`src/verilog/ddrseq_pkg.sv`:
```
// shared constants for the memory rail sequencer
package ddrseq_pkg;
    // clock and timebase
    localparam int CLK_PERIOD_NS = 4;
    localparam int TICK_PERIOD_NS = 1000;
    localparam int TICK_CYC = (TICK_PERIOD_NS + CLK_PERIOD_NS - 1) / CLK_PERIOD_NS;
    // intervals in microseconds, as specified
    localparam int SS_UP_US = 1400;
    localparam int SS_DN_US = 2800;
    localparam int UV_US = 200;
    localparam int TERM_FAULT_US = 5000;
    localparam int ILIM_US = 160;
    // intervals in timebase ticks
    localparam int SS_UP_TICKS = (SS_UP_US * 1000 + TICK_PERIOD_NS - 1) / TICK_PERIOD_NS;
    localparam int SS_DN_TICKS = (SS_DN_US * 1000 + TICK_PERIOD_NS - 1) / TICK_PERIOD_NS;
    localparam int UV_TICKS = (UV_US * 1000 + TICK_PERIOD_NS - 1) / TICK_PERIOD_NS;
    localparam int TERM_TICKS = (TERM_FAULT_US * 1000 + TICK_PERIOD_NS - 1) / TICK_PERIOD_NS;
    localparam int ILIM_TICKS = (ILIM_US * 1000 + TICK_PERIOD_NS - 1) / TICK_PERIOD_NS;
    // pin input bit positions in the synchroniser bank
    localparam int IN_PDN = 0;
    localparam int IN_SLEEP = 1;
    localparam int IN_FPWM = 2;
    localparam int IN_OVP = 3;
    localparam int IN_POR = 4;
    localparam int IN_SUPPLY_LOCKOUT = 5;
    localparam int IN_MWIN = 6;
    localparam int IN_MOV = 7;
    localparam int IN_MUV = 8;
    localparam int IN_TWIN = 9;
    localparam int IN_THERM = 10;
    localparam int IN_PWM = 11;
    localparam int IN_VALLEY = 12;
    localparam int IN_NEG = 13;
    localparam int IN_ZC = 14;
    localparam int NUM_IN = 15;
    // register map
    localparam logic [11:0] CTRL_OFS = 12'h000;
    localparam logic [11:0] STATUS_OFS = 12'h004;
    localparam logic [31:0] CTRL_RST = 32'h0000_0000;
    localparam int CTRL_HOLD_BIT = 0;
    localparam int ST_STATE_LSB = 0;
    localparam int ST_FAULT_BIT = 8;
    localparam int ST_PG1_BIT = 9;
    localparam int ST_PG2_BIT = 10;
    localparam int ST_DIS_BIT = 11;
    localparam int ST_OVLAT_BIT = 12;
    localparam int ST_MODE_LSB = 16;
    // ramp full scale
    localparam logic [7:0] LEVEL_FULL = 8'hff;
    // sequencer states, one-hot
    typedef enum logic [4:0] {
        ST_OFF = 5'h01,
        ST_IDLE = 5'h02,
        ST_START = 5'h04,
        ST_RUN = 5'h08,
        ST_SOFT = 5'h10
    } ddrseq_state_e;
    // operating modes, one-hot
    typedef enum logic [2:0] {
        MD_SKIP = 3'h1,
        MD_FPWM = 3'h2,
        MD_STBY = 3'h4
    } ddrseq_mode_e;
endpackage

```
`src/verilog/ddrseq_pin_if.sv`:
```
// raw and synchronised pin levels between top and synchroniser bank
`timescale 1ns/10ps
interface ddrseq_pin_if #(parameter int W = 1);
    logic [W-1:0] raw;
    logic [W-1:0] sync;
    modport syncer (input raw, output sync);
    modport user (output raw, input sync);
endinterface

```
`src/verilog/ddrseq_sync.sv`:
```
// two-flop synchroniser bank for asynchronous pin levels
`timescale 1ns/10ps
module ddrseq_sync #(
    parameter int W = 1
) (
    // clock and reset
    input wire logic CLK,
    input wire logic RSTN,
    // pin levels
    ddrseq_pin_if.syncer pins
);
    logic [W-1:0] meta_reg;
    logic [W-1:0] sync_reg;

    // one two-flop stage per pin
    for (genvar i = 0; i < W; i++) begin : g_bit
        always_ff @(posedge CLK or negedge RSTN) begin
            if (!RSTN) begin
                meta_reg[i] <= 1'b0;
                sync_reg[i] <= 1'b0;
            end else begin
                meta_reg[i] <= pins.raw[i];
                sync_reg[i] <= meta_reg[i];
            end
        end
    end

    assign pins.sync = sync_reg;
endmodule

```
`src/verilog/ddrseq_top.sv`:
```
// sequencing, mode select, power-good and fault latch for a memory rail controller
`timescale 1ns/10ps
// Notes on behaviour
// forced-PWM: low gate complements high gate
// sleep select low forces standby mode
// shutdown always runs forced-PWM
// standby disables termination, reference stays on
// termination current limit ramps over 160us
// no new cycle above valley limit
// forced-PWM adds negative current limit
// main good low in shutdown and ramps
// main good floats only inside window
// rail fault latches off, both goods low
// overvoltage always pulls main good low
// term good low in standby, shutdown, start
// term good floats inside ten percent window
// term good low 5ms latches off
// power-on reset clears latch, discharge; here discharge on power-on needs the protect pin high
// lockout release starts soft-start
// lockout: stop, low gate low, discharge; here ov_lat_reg holds low gate high, discharge needs protect pin high
// power-down high ramps output over 1.4ms
// startup runs pulse-skip, selections after
// soft-shutdown causes: pin, thermal, faults
// ramp down 2.8ms then low gate low
// discharge holds until power-down rises; here it also drops whenever the protect pin is low
// intervals come from a tick timebase
module ddrseq_top
    import ddrseq_pkg::*;
#(
    parameter int TICK_CYCLES = TICK_CYC,
    parameter int T_SS_UP = SS_UP_TICKS,
    parameter int T_SS_DN = SS_DN_TICKS,
    parameter int T_UV = UV_TICKS,
    parameter int T_TERM = TERM_TICKS,
    parameter int T_ILIM = ILIM_TICKS
) (
    // clock and reset
    input wire logic CLK,
    input wire logic RSTN,
    // apb slave
    input wire logic PSEL,
    input wire logic PENABLE,
    input wire logic PWRITE,
    input wire logic [11:0] PADDR,
    input wire logic [31:0] PWDATA,
    output logic [31:0] PRDATA,
    output logic PREADY,
    output logic PSLVERR,
    // control pins, asynchronous
    input wire logic POWER_DOWN_N,
    input wire logic SLEEP_SELECT_N,
    input wire logic FORCED_PWM_SEL,
    input wire logic OVERVOLT_PROTECT_EN,
    // comparator levels, asynchronous
    input wire logic BIAS_POR_OK,
    input wire logic SUPPLY_LOCKOUT_OK,
    input wire logic MAIN_IN_WINDOW,
    input wire logic MAIN_OVERVOLT,
    input wire logic MAIN_UNDERVOLT,
    input wire logic TERM_IN_WINDOW,
    input wire logic THERMAL_FAULT,
    input wire logic ON_TIME_PULSE,
    input wire logic VALLEY_LIMIT,
    input wire logic NEG_LIMIT,
    input wire logic ZERO_CROSS,
    // gate drives
    output logic HIGH_SIDE_GATE,
    output logic LOW_SIDE_GATE,
    // open-drain power-good pins
    output logic MAIN_RAIL_OK_O,
    output logic MAIN_RAIL_OK_OE,
    output logic TERM_RAIL_OK_O,
    output logic TERM_RAIL_OK_OE,
    // analog block controls
    output logic [7:0] SS_LEVEL,
    output logic [7:0] TERM_ILIMIT,
    output logic TERM_EN,
    output logic TERM_REF_EN,
    output logic DISCHARGE_EN,
    output logic [2:0] MODE
);
    generate
        if (TICK_CYCLES < 1 || TICK_CYCLES > 65535 || T_SS_UP < 1 || T_SS_UP > 65535 ||
            T_SS_DN < 1 || T_SS_DN > 65535 || T_UV < 1 || T_TERM < 1 || T_TERM > 65535 ||
            T_ILIM < 1 || T_ILIM > 65535) begin : g_chk
            $error("ddrseq_top: interval parameter out of range");
        end
    endgenerate

    ddrseq_pin_if #(.W(NUM_IN)) pins ();
    logic [NUM_IN-1:0] s;
    ddrseq_state_e state_reg, state_next;
    ddrseq_mode_e mode_reg, mode_next;
    logic [15:0] tick_cnt_reg;
    logic tick;
    logic [15:0] ss_cnt_reg, ss_cnt_next;
    logic [15:0] uv_cnt_reg, tf_cnt_reg, ilim_cnt_reg;
    logic ilim_full_reg;
    logic pdn_d_reg, por_d_reg, pwm_d_reg;
    logic fault_reg, ov_lat_reg, dis_reg;
    logic hs_reg, hs_next, ls_reg;
    logic pg1_oe_reg, pg2_oe_reg;
    logic hold_reg;
    logic [7:0] level_reg, ilimit_reg;
    logic pdn_rise, pdn_fall, por_rise, ov_trip, uv_long, term_long, soft_cause;
    logic switching, term_en_c;
    logic wr_en;

    // pin levels into the synchroniser bank
    assign pins.raw = {ZERO_CROSS, NEG_LIMIT, VALLEY_LIMIT, ON_TIME_PULSE, THERMAL_FAULT,
                       TERM_IN_WINDOW, MAIN_UNDERVOLT, MAIN_OVERVOLT, MAIN_IN_WINDOW,
                       SUPPLY_LOCKOUT_OK, BIAS_POR_OK, OVERVOLT_PROTECT_EN, FORCED_PWM_SEL,
                       SLEEP_SELECT_N, POWER_DOWN_N};
    assign s = pins.sync;

    ddrseq_sync #(.W(NUM_IN)) u_sync (
        .CLK(CLK),
        .RSTN(RSTN),
        .pins(pins.syncer)
    );

    // free-running timebase
    always_ff @(posedge CLK or negedge RSTN) begin
        if (!RSTN) begin
            tick_cnt_reg <= 16'h0000;
        end else if (tick) begin
            tick_cnt_reg <= 16'h0000;
        end else begin
            tick_cnt_reg <= tick_cnt_reg + 16'h0001;
        end
    end
    assign tick = (tick_cnt_reg == 16'(TICK_CYCLES - 1));

    // edge history of synchronised levels
    always_ff @(posedge CLK or negedge RSTN) begin
        if (!RSTN) begin
            pdn_d_reg <= 1'b0;
            por_d_reg <= 1'b0;
            pwm_d_reg <= 1'b0;
        end else begin
            pdn_d_reg <= s[IN_PDN];
            por_d_reg <= s[IN_POR];
            pwm_d_reg <= s[IN_PWM];
        end
    end
    assign pdn_rise = s[IN_PDN] && !pdn_d_reg;
    assign pdn_fall = !s[IN_PDN] && pdn_d_reg;
    assign por_rise = s[IN_POR] && !por_d_reg;

    // fault sources
    assign ov_trip = s[IN_MOV] && s[IN_OVP] && (state_reg == ST_START || state_reg == ST_RUN ||
                     state_reg == ST_SOFT);
    assign uv_long = (uv_cnt_reg >= 16'(T_UV));
    assign term_long = (tf_cnt_reg >= 16'(T_TERM));
    assign soft_cause = s[IN_THERM] || uv_long || term_long;
    assign switching = state_reg == ST_START || state_reg == ST_RUN || state_reg == ST_SOFT;

    // sequencer next state
    always_comb begin
        state_next = state_reg;
        ss_cnt_next = ss_cnt_reg;
        case (state_reg)
            ST_OFF: begin
                if (s[IN_POR] && s[IN_SUPPLY_LOCKOUT]) begin
                    if (s[IN_PDN] && !fault_reg && !hold_reg) begin
                        state_next = ST_START;
                        ss_cnt_next = 16'h0000;
                    end else begin
                        state_next = ST_IDLE;
                    end
                end
            end
            ST_IDLE: begin
                if (pdn_rise && !fault_reg && !hold_reg) begin
                    state_next = ST_START;
                    ss_cnt_next = 16'h0000;
                end
            end
            ST_START: begin
                if (ov_trip) begin
                    state_next = ST_IDLE;
                end else if (!s[IN_PDN] || soft_cause) begin
                    state_next = ST_SOFT;
                    ss_cnt_next = 16'((32'(ss_cnt_reg) * 32'(T_SS_DN)) / 32'(T_SS_UP));
                end else if (ss_cnt_reg >= 16'(T_SS_UP)) begin
                    state_next = ST_RUN;
                end else if (tick) begin
                    ss_cnt_next = ss_cnt_reg + 16'h0001;
                end
            end
            ST_RUN: begin
                if (ov_trip) begin
                    state_next = ST_IDLE;
                end else if (!s[IN_PDN] || soft_cause) begin
                    state_next = ST_SOFT;
                    ss_cnt_next = 16'(T_SS_DN);
                end
            end
            ST_SOFT: begin
                if (ov_trip || ss_cnt_reg == 16'h0000) begin
                    state_next = ST_IDLE;
                end else if (tick) begin
                    ss_cnt_next = ss_cnt_reg - 16'h0001;
                end
            end
            default: begin
                state_next = ST_OFF;
            end
        endcase
        if (!s[IN_POR] || !s[IN_SUPPLY_LOCKOUT]) begin
            state_next = ST_OFF;
            ss_cnt_next = 16'h0000;
        end
    end

    // sequencer state and ramp position
    always_ff @(posedge CLK or negedge RSTN) begin
        if (!RSTN) begin
            state_reg <= ST_OFF;
            ss_cnt_reg <= 16'h0000;
        end else begin
            state_reg <= state_next;
            ss_cnt_reg <= ss_cnt_next;
        end
    end

    // soft-start and soft-shutdown reference level
    always_ff @(posedge CLK or negedge RSTN) begin
        if (!RSTN) begin
            level_reg <= 8'h00;
        end else if (state_reg == ST_START) begin
            level_reg <= 8'((32'(ss_cnt_reg) * 32'(LEVEL_FULL)) / 32'(T_SS_UP));
        end else if (state_reg == ST_SOFT) begin
            level_reg <= 8'((32'(ss_cnt_reg) * 32'(LEVEL_FULL)) / 32'(T_SS_DN));
        end else if (state_reg == ST_RUN) begin
            level_reg <= LEVEL_FULL;
        end else begin
            level_reg <= 8'h00;
        end
    end

    // operating mode selection
    always_comb begin
        if (state_reg == ST_START) begin
            mode_next = MD_SKIP;
        end else if (state_reg != ST_RUN) begin
            mode_next = MD_FPWM;
        end else if (!s[IN_SLEEP]) begin
            mode_next = MD_STBY;
        end else if (s[IN_FPWM]) begin
            mode_next = MD_FPWM;
        end else begin
            mode_next = MD_SKIP;
        end
    end
    always_ff @(posedge CLK or negedge RSTN) begin
        if (!RSTN) begin
            mode_reg <= MD_FPWM;
        end else begin
            mode_reg <= mode_next;
        end
    end

    // fault timers counted in ticks
    always_ff @(posedge CLK or negedge RSTN) begin
        if (!RSTN) begin
            uv_cnt_reg <= 16'h0000;
            tf_cnt_reg <= 16'h0000;
        end else begin
            if (state_reg != ST_RUN || !s[IN_MUV]) begin
                uv_cnt_reg <= 16'h0000;
            end else if (tick && !uv_long) begin
                uv_cnt_reg <= uv_cnt_reg + 16'h0001;
            end
            if (state_reg != ST_RUN || mode_reg == MD_STBY || !pg2_oe_reg) begin
                tf_cnt_reg <= 16'h0000;
            end else if (tick && !term_long) begin
                tf_cnt_reg <= tf_cnt_reg + 16'h0001;
            end
        end
    end

    // fault latch, set wins over the power-down clear, power-on reset clear wins over set
    always_ff @(posedge CLK or negedge RSTN) begin
        if (!RSTN) begin
            fault_reg <= 1'b0;
            ov_lat_reg <= 1'b0;
        end else if (!s[IN_POR]) begin
            fault_reg <= 1'b0;
            ov_lat_reg <= 1'b0;
        end else if (ov_trip || (switching && soft_cause)) begin
            fault_reg <= 1'b1;
            ov_lat_reg <= ov_lat_reg || ov_trip;
        end else if (pdn_fall) begin
            fault_reg <= 1'b0;
            ov_lat_reg <= 1'b0;
        end
    end

    // output discharge switches
    always_ff @(posedge CLK or negedge RSTN) begin
        if (!RSTN) begin
            dis_reg <= 1'b0;
        end else if (!s[IN_OVP]) begin
            dis_reg <= 1'b0;
        end else if (por_rise || (por_d_reg && !s[IN_SUPPLY_LOCKOUT]) || ov_trip) begin
            dis_reg <= 1'b1;
        end else if (state_reg == ST_SOFT && state_next == ST_IDLE) begin
            dis_reg <= 1'b1;
        end else if (state_next == ST_START) begin
            dis_reg <= 1'b0;
        end
    end

    // high-side gate: one on-time per pulse, none above valley limit
    always_comb begin
        if (!switching || ov_lat_reg) begin
            hs_next = 1'b0;
        end else if (hs_reg) begin
            hs_next = s[IN_PWM];
        end else begin
            hs_next = s[IN_PWM] && !pwm_d_reg && !s[IN_VALLEY];
        end
    end

    // gate drive registers
    always_ff @(posedge CLK or negedge RSTN) begin
        if (!RSTN) begin
            hs_reg <= 1'b0;
            ls_reg <= 1'b0;
        end else begin
            hs_reg <= hs_next;
            if (ov_lat_reg) begin
                ls_reg <= 1'b1;
            end else if (!switching) begin
                ls_reg <= 1'b0;
            end else if (mode_reg == MD_FPWM) begin
                ls_reg <= !hs_next && !s[IN_NEG];
            end else begin
                ls_reg <= !hs_next && !s[IN_ZC];
            end
        end
    end

    // termination regulator current limit soft-start
    assign term_en_c = (state_reg == ST_START || state_reg == ST_SOFT ||
                        (state_reg == ST_RUN && mode_reg != MD_STBY)) && !fault_reg;
    always_ff @(posedge CLK or negedge RSTN) begin
        if (!RSTN) begin
            ilim_cnt_reg <= 16'h0000;
            ilim_full_reg <= 1'b0;
            ilimit_reg <= 8'h00;
        end else if (!term_en_c) begin
            ilim_cnt_reg <= 16'h0000;
            ilim_full_reg <= 1'b0;
            ilimit_reg <= 8'h00;
        end else begin
            if (tick && ilim_cnt_reg < 16'(T_ILIM)) begin
                ilim_cnt_reg <= ilim_cnt_reg + 16'h0001;
            end
            if (s[IN_TWIN] || ilim_cnt_reg >= 16'(T_ILIM)) begin
                ilim_full_reg <= 1'b1;
            end
            if (ilim_full_reg) begin
                ilimit_reg <= LEVEL_FULL;
            end else begin
                ilimit_reg <= 8'((32'(ilim_cnt_reg) * 32'(LEVEL_FULL)) / 32'(T_ILIM));
            end
        end
    end

    // power-good open-drain enables, high pulls low
    always_ff @(posedge CLK or negedge RSTN) begin
        if (!RSTN) begin
            pg1_oe_reg <= 1'b1;
            pg2_oe_reg <= 1'b1;
        end else begin
            pg1_oe_reg <= !(state_reg == ST_RUN && s[IN_MWIN] && !s[IN_MOV] &&
                            !fault_reg);
            pg2_oe_reg <= !(state_reg == ST_RUN && mode_reg != MD_STBY && s[IN_TWIN] &&
                            !fault_reg);
        end
    end

    // apb register file, zero wait states
    assign wr_en = PSEL && PENABLE && PWRITE && PADDR == CTRL_OFS;
    always_ff @(posedge CLK or negedge RSTN) begin
        if (!RSTN) begin
            hold_reg <= CTRL_RST[CTRL_HOLD_BIT];
        end else if (wr_en) begin
            hold_reg <= PWDATA[CTRL_HOLD_BIT];
        end
    end
    always_ff @(posedge CLK or negedge RSTN) begin
        if (!RSTN) begin
            PRDATA <= 32'h0000_0000;
        end else if (PSEL && !PENABLE && !PWRITE) begin
            PRDATA <= 32'h0000_0000;
            if (PADDR == CTRL_OFS) begin
                PRDATA[CTRL_HOLD_BIT] <= hold_reg;
            end else if (PADDR == STATUS_OFS) begin
                PRDATA[ST_STATE_LSB +: 5] <= state_reg;
                PRDATA[ST_FAULT_BIT] <= fault_reg;
                PRDATA[ST_PG1_BIT] <= !pg1_oe_reg;
                PRDATA[ST_PG2_BIT] <= !pg2_oe_reg;
                PRDATA[ST_DIS_BIT] <= dis_reg;
                PRDATA[ST_OVLAT_BIT] <= ov_lat_reg;
                PRDATA[ST_MODE_LSB +: 3] <= mode_reg;
            end
        end
    end
    assign PREADY = 1'b1;
    assign PSLVERR = PSEL && PENABLE && !(PADDR == CTRL_OFS ||
                     (PADDR == STATUS_OFS && !PWRITE));

    // output drives
    assign HIGH_SIDE_GATE = hs_reg;
    assign LOW_SIDE_GATE = ls_reg;
    assign MAIN_RAIL_OK_O = 1'b0;
    assign MAIN_RAIL_OK_OE = pg1_oe_reg;
    assign TERM_RAIL_OK_O = 1'b0;
    assign TERM_RAIL_OK_OE = pg2_oe_reg;
    assign SS_LEVEL = level_reg;
    assign TERM_ILIMIT = ilimit_reg;
    assign TERM_EN = term_en_c;
    assign TERM_REF_EN = switching;
    assign DISCHARGE_EN = dis_reg;
    assign MODE = mode_reg;
endmodule

```
`config.mk`:
```
export PLATFORM = sky130hd
export DESIGN_NAME = ddrseq_top
export DESIGN_NICKNAME = d
export VERILOG_FILES = /design/src/verilog/ddrseq_pkg.sv /design/src/verilog/ddrseq_pin_if.sv /design/src/verilog/ddrseq_sync.sv /design/src/verilog/ddrseq_top.sv
export SDC_FILE = /design/constraint.sdc
export NUM_CORES = 1
export LEC_CHECK = 0
export ABC_AREA = 1
export BUFFER_PORTS_ARGS = -buffer_cell sky130_fd_sc_hd__clkbuf_2
export CELL_PAD_IN_SITES_DETAIL_PLACEMENT = 0
export CELL_PAD_IN_SITES_GLOBAL_PLACEMENT = 1
export CORE_UTILIZATION = 47
export CTS_CLUSTER_SIZE = 12
export DETAILED_ROUTE_END_ITERATION = 12
export PLACE_DENSITY = 0.91
export SLEW_MARGIN = 10
export SYNTH_ARGS = -nofsm -noshare
export SYNTH_HDL_FRONTEND = slang
export SYNTH_SLANG_ARGS = --single-unit
```
`constraint.sdc`:
```
create_clock -name CLK -period 16.8 [get_ports CLK]
set_input_delay 4.2 -clock CLK [delete_from_list [all_inputs] [get_ports CLK]]
set_output_delay 4.2 -clock CLK [all_outputs]
set_load 0.05 [all_outputs]
```
==> run summary <==
The run finished with clean final reports. In this run the mean area of a mapped cell was 6.81 µm². The count of input and output buffers came out at 72. The count of buffer and inverter cells on the critical path is 21. The count of boundary I/O pins came out at 126. The kind of cell with the highest combined delay along the critical path is simple AND/OR/NAND/NOR gates.

At the worst endpoint, the required time is 17.09 ns. After detailed routing, the average wire length per cell comes to 12.1 µm. For this design the static power due to leakage is 16.7 nW. The placed instance count is 4564. The count of flip-flops with a built-in enable after synthesis came out at 0. The max-slew violation count is 0.

The number of different library cells in the post-synthesis netlist came out at 72. The hold violation count in the final report is 0. The fraction of the core area covered by cells at the end of the flow came out at 56.9%. The cell count after synthesis came out at 3645. The total global-route track usage is 21.1%. The cell type with the highest aggregate area in the netlist is sky130_fd_sc_hd__dfrtp_1. The overall die height is 232 µm. The synthesis-to-layout area growth came out at 18.6%. The cell with the most instances after synthesis is sky130_fd_sc_hd__nand2_1.

The placeable core area came out at 51700 µm². The number of warnings printed during yosys synthesis is 0. The number of clock sinks is 159. At the later pin of the worst-skew pair, clock insertion delay measures 0.44 ns.

The biggest cell delay along the critical path came out at 0.54 ns. The row count is 83. The cell type with the highest occurrence count on the critical path is sky130_fd_sc_hd__nand2_1.

Using the TritonRoute via totals, the vias-per-cell ratio works out to 4.89. Static timing analysis puts the maximum clock frequency at 64.0 MHz. Setup repair after global routing could not meet its margin everywhere.

The tightest min-delay check is of the flop to flop type. The largest net degree at the start of global routing is 82. Once the floorplan was initialized, standard cells occupied 48.0% of the core. The minimum setup slack among reg-to-reg paths is 1.19 ns. In the synthesized netlist, the cells that appear most often are 983 x sky130_fd_sc_hd__nand2_1, 657 x sky130_fd_sc_hd__inv_1, 274 x sky130_fd_sc_hd__nand3_1, 265 x sky130_fd_sc_hd__nor2_1, 197 x sky130_fd_sc_hd__ha_1. The largest individual stage delay along the critical path comes from the cell sky130_fd_sc_hd__fa_1.

The first detailed-routing pass ran for 5 iterations. The post-layout minimum cycle time came out at 15.61 ns. The synthesized area came out at 24800 µm². The critical path class is flop to flop.

For this run, asynchronously set or reset flops after synthesis account for 100%. The final weighted congestion in routability-driven placement is 0.850. The peak supply drop is 0.0546 mV. The synthesized design contains 159 register bits.

The final count of negative-setup-slack endpoints is 0. The switching power of the nets came out at 220 µW. The clock transition at the registers of the reported paths came out at 0.09 ns.

For this design, the CTS-stage hold fixing added 0 buffers. The maximum fanout encountered on the critical timing path came out at 9. The number of antenna violations at the first check in global routing is 0.

The transition at the pin with the smallest max-transition slack came out at 1.06 ns. The fraction of final layout cells with drive strength greater than 1 is 19.1%. The first-pass GRT wire length is 96.7 mm. The fraction of the yosys area taken by sequential cells is 16.0%.

By area the synthesized netlist is led by sky130_fd_sc_hd__dfrtp_1 16%, sky130_fd_sc_hd__fa_1 15%, sky130_fd_sc_hd__nand2_1 15%. In the finished design, the share of the clock period the worst path needs comes to 92.9%. Detailed placement finished with a half-perimeter wire length of 45.6 mm. The clock tree root buffer cell is sky130_fd_sc_hd__clkbuf_16. The number of clock buffers added by TritonCTS is 17. The relative slew slack came out at 28.8%. Hold timing on the final database bottoms out at a slack of 0.332 ns. The share of total power dissipated in the clock network is 49.5%. In the synthesized netlist the dominant register cell turns out to be sky130_fd_sc_hd__dfrtp_1. The number of vias in the routed layout came out at 22900. The die covers 53800 µm². The number of filler instances in the final layout is 4921.

The DRC violations left came out at 0. STA classifies the critical path endpoint as a flop. The worst setup path is launched from a flop.

The number of antenna-violating nets in the routed design is 0. For this run, the number of standard cells in the final layout without fillers is 4678. The worst-case clock buffer depth is 2.

The H-tree was split into 4 levels. 0 antenna diodes ended up in the layout. The internal cell power is 621 µW. The TritonCTS clock tree is yes. The relative contribution of combinational cells to total power is 4.2%. The switching share of power is 26.2%.

The share of total power dissipated in sequential elements is 46.3%. The final setup skew is 0.0241 ns. The number of global-route vias before repair is 21500. For this design the ratio of total power to cell area is 28.6 nW/µm². For this block, the initial DRC count from the detailed router was 1185. The floorplan step set the die width to 232 µm. Max-cap violations in this run came to 0. The top cell type's share of synthesized area came out at 15.6%. The final net count is 4438. The critical path arrival is 15.90 ns.

Overall power consumption after layout is estimated at 842 µW. The residual overflow from global routing came out at 0. The aggregate routed wire length came out at 56.8 mm.
==> worst register-to-register path: cells and delay by family (launching register included) <==
kind	cells	cell delay [ns]
buf+inv	21	2.29
fa+ha+maj	5	2.19
compound gates	10	1.80
simple gates	86	8.61
flops	1	0.47
xor+xnor	1	0.14
==> kinds of logic after synthesis <==
family / Yosys count / synth area share [%]
AO/OA/AOI/OAI: 425 / 9.83
XOR/XNOR: 141 / 5.00
adder cells (fa/ha/maj): 389 / 25.4
buffers and inverters: 751 / 11.9
flip-flops: 159 / 16.0
multiplexers: 2 / 0.0857
other: 2 / 0.0302
AND/OR/NAND/NOR: 1776 / 31.7
==> layout make-up <==
| cell class | instances | area, µm² | share of cell area (%) |
|---|---|---|---|
| sequential | 159 | 3990 | 13.6 |
| clock buffer | 17 | 425 | 1.45 |
| tap | 680 | 851 | 2.89 |
| multi-input combinational | 2761 | 18900 | 64.1 |
| inverter | 710 | 2680 | 9.09 |
| clock inverter | 15 | 195 | 0.663 |
| timing repair buffer | 336 | 2410 | 8.20 |
==> power groups by stage <==
stage / clock, mW / sequential [mW] / combinational, mW
6_report: 0.417 / 0.390 / 0.0350
5_1_grt: 0.438 / 0.390 / 0.0385
4_1_cts: 0.422 / 0.390 / 0.0355
3_5_place_dp: 0 / 0.397 / 0.0354
3_3_place_gp: 0 / 0.397 / 0.0353
2_1_floorplan: 0 / 0.399 / 0.0220
==> through the flow <==
step	setup slack (ns)	area, µm²	setup TNS (ns)
floorplan	2.38	24900	0
global placement	0.457	27300	0
detailed placement	0.358	27300	0
CTS	0.273	27900	0
global route	-0.205	29400	-0.449
finish	1.19	29400	0
==> per-layer routing <==
metal	share of wire [%]	up-vias	GRT usage, %
li1	-	12000	-
met1	48	10500	28.8
met2	48	282	36.4
met3	2.6	55	1.81
met4	1.3	0	3.89
met5	0	-	0
==> cell usage in the layout (no fill, tap or decap), types with 6 or more instances in the layout <==
cell type	instances
sky130_fd_sc_hd__a21boi_0	8
sky130_fd_sc_hd__a21oi_1	146
sky130_fd_sc_hd__a21oi_2	6
sky130_fd_sc_hd__a21oi_4	7
sky130_fd_sc_hd__a31oi_1	10
sky130_fd_sc_hd__and2_1	8
sky130_fd_sc_hd__buf_4	252
sky130_fd_sc_hd__buf_6	9
sky130_fd_sc_hd__clkbuf_16	17
sky130_fd_sc_hd__clkbuf_2	71
sky130_fd_sc_hd__conb_1	22
sky130_fd_sc_hd__dfrtp_1	147
sky130_fd_sc_hd__dfrtp_2	8
sky130_fd_sc_hd__fa_1	192
sky130_fd_sc_hd__ha_1	188
sky130_fd_sc_hd__ha_4	7
sky130_fd_sc_hd__inv_1	652
sky130_fd_sc_hd__inv_2	51
sky130_fd_sc_hd__nand2_1	928
sky130_fd_sc_hd__nand2_2	123
sky130_fd_sc_hd__nand2_4	41
sky130_fd_sc_hd__nand2_8	7
sky130_fd_sc_hd__nand3_1	263
sky130_fd_sc_hd__nand3_2	15
sky130_fd_sc_hd__nand3b_1	12
sky130_fd_sc_hd__nand4_1	19
sky130_fd_sc_hd__nor2_1	224
sky130_fd_sc_hd__nor2_2	50
sky130_fd_sc_hd__nor2_4	26
sky130_fd_sc_hd__nor3_1	33
sky130_fd_sc_hd__nor4_1	13
sky130_fd_sc_hd__o21a_1	6
sky130_fd_sc_hd__o21ai_0	149
sky130_fd_sc_hd__o21ai_1	19
sky130_fd_sc_hd__o21ai_2	7
sky130_fd_sc_hd__o21bai_1	6
sky130_fd_sc_hd__o22ai_1	15
sky130_fd_sc_hd__xnor2_1	30
sky130_fd_sc_hd__xor2_1	103
sky130_fd_sc_hd__xor2_2	7
==> what timing repair did <==
action / in CTS / in global routing
setup buffers: 0 / 76
gates resized for setup: 0 / 228
setup endpoints to repair: 0 / 6
==> final timing paths <==
kind                                     start              endpoint  cells past startpoint
min                        u_sync.meta_reg[10]  u_sync.pins.sync[10]                      0
max in group asynchronous                 RSTN         ss_cnt_reg[0]                      2
max reg2reg                      ss_cnt_reg[5]         ss_cnt_reg[1]                    123
min in group asynchronous                 RSTN         uv_cnt_reg[8]                      1
min reg2reg                u_sync.meta_reg[10]  u_sync.pins.sync[10]                      0
max                              ss_cnt_reg[5]         ss_cnt_reg[1]                    123
(Power assumes the default switching activity.)
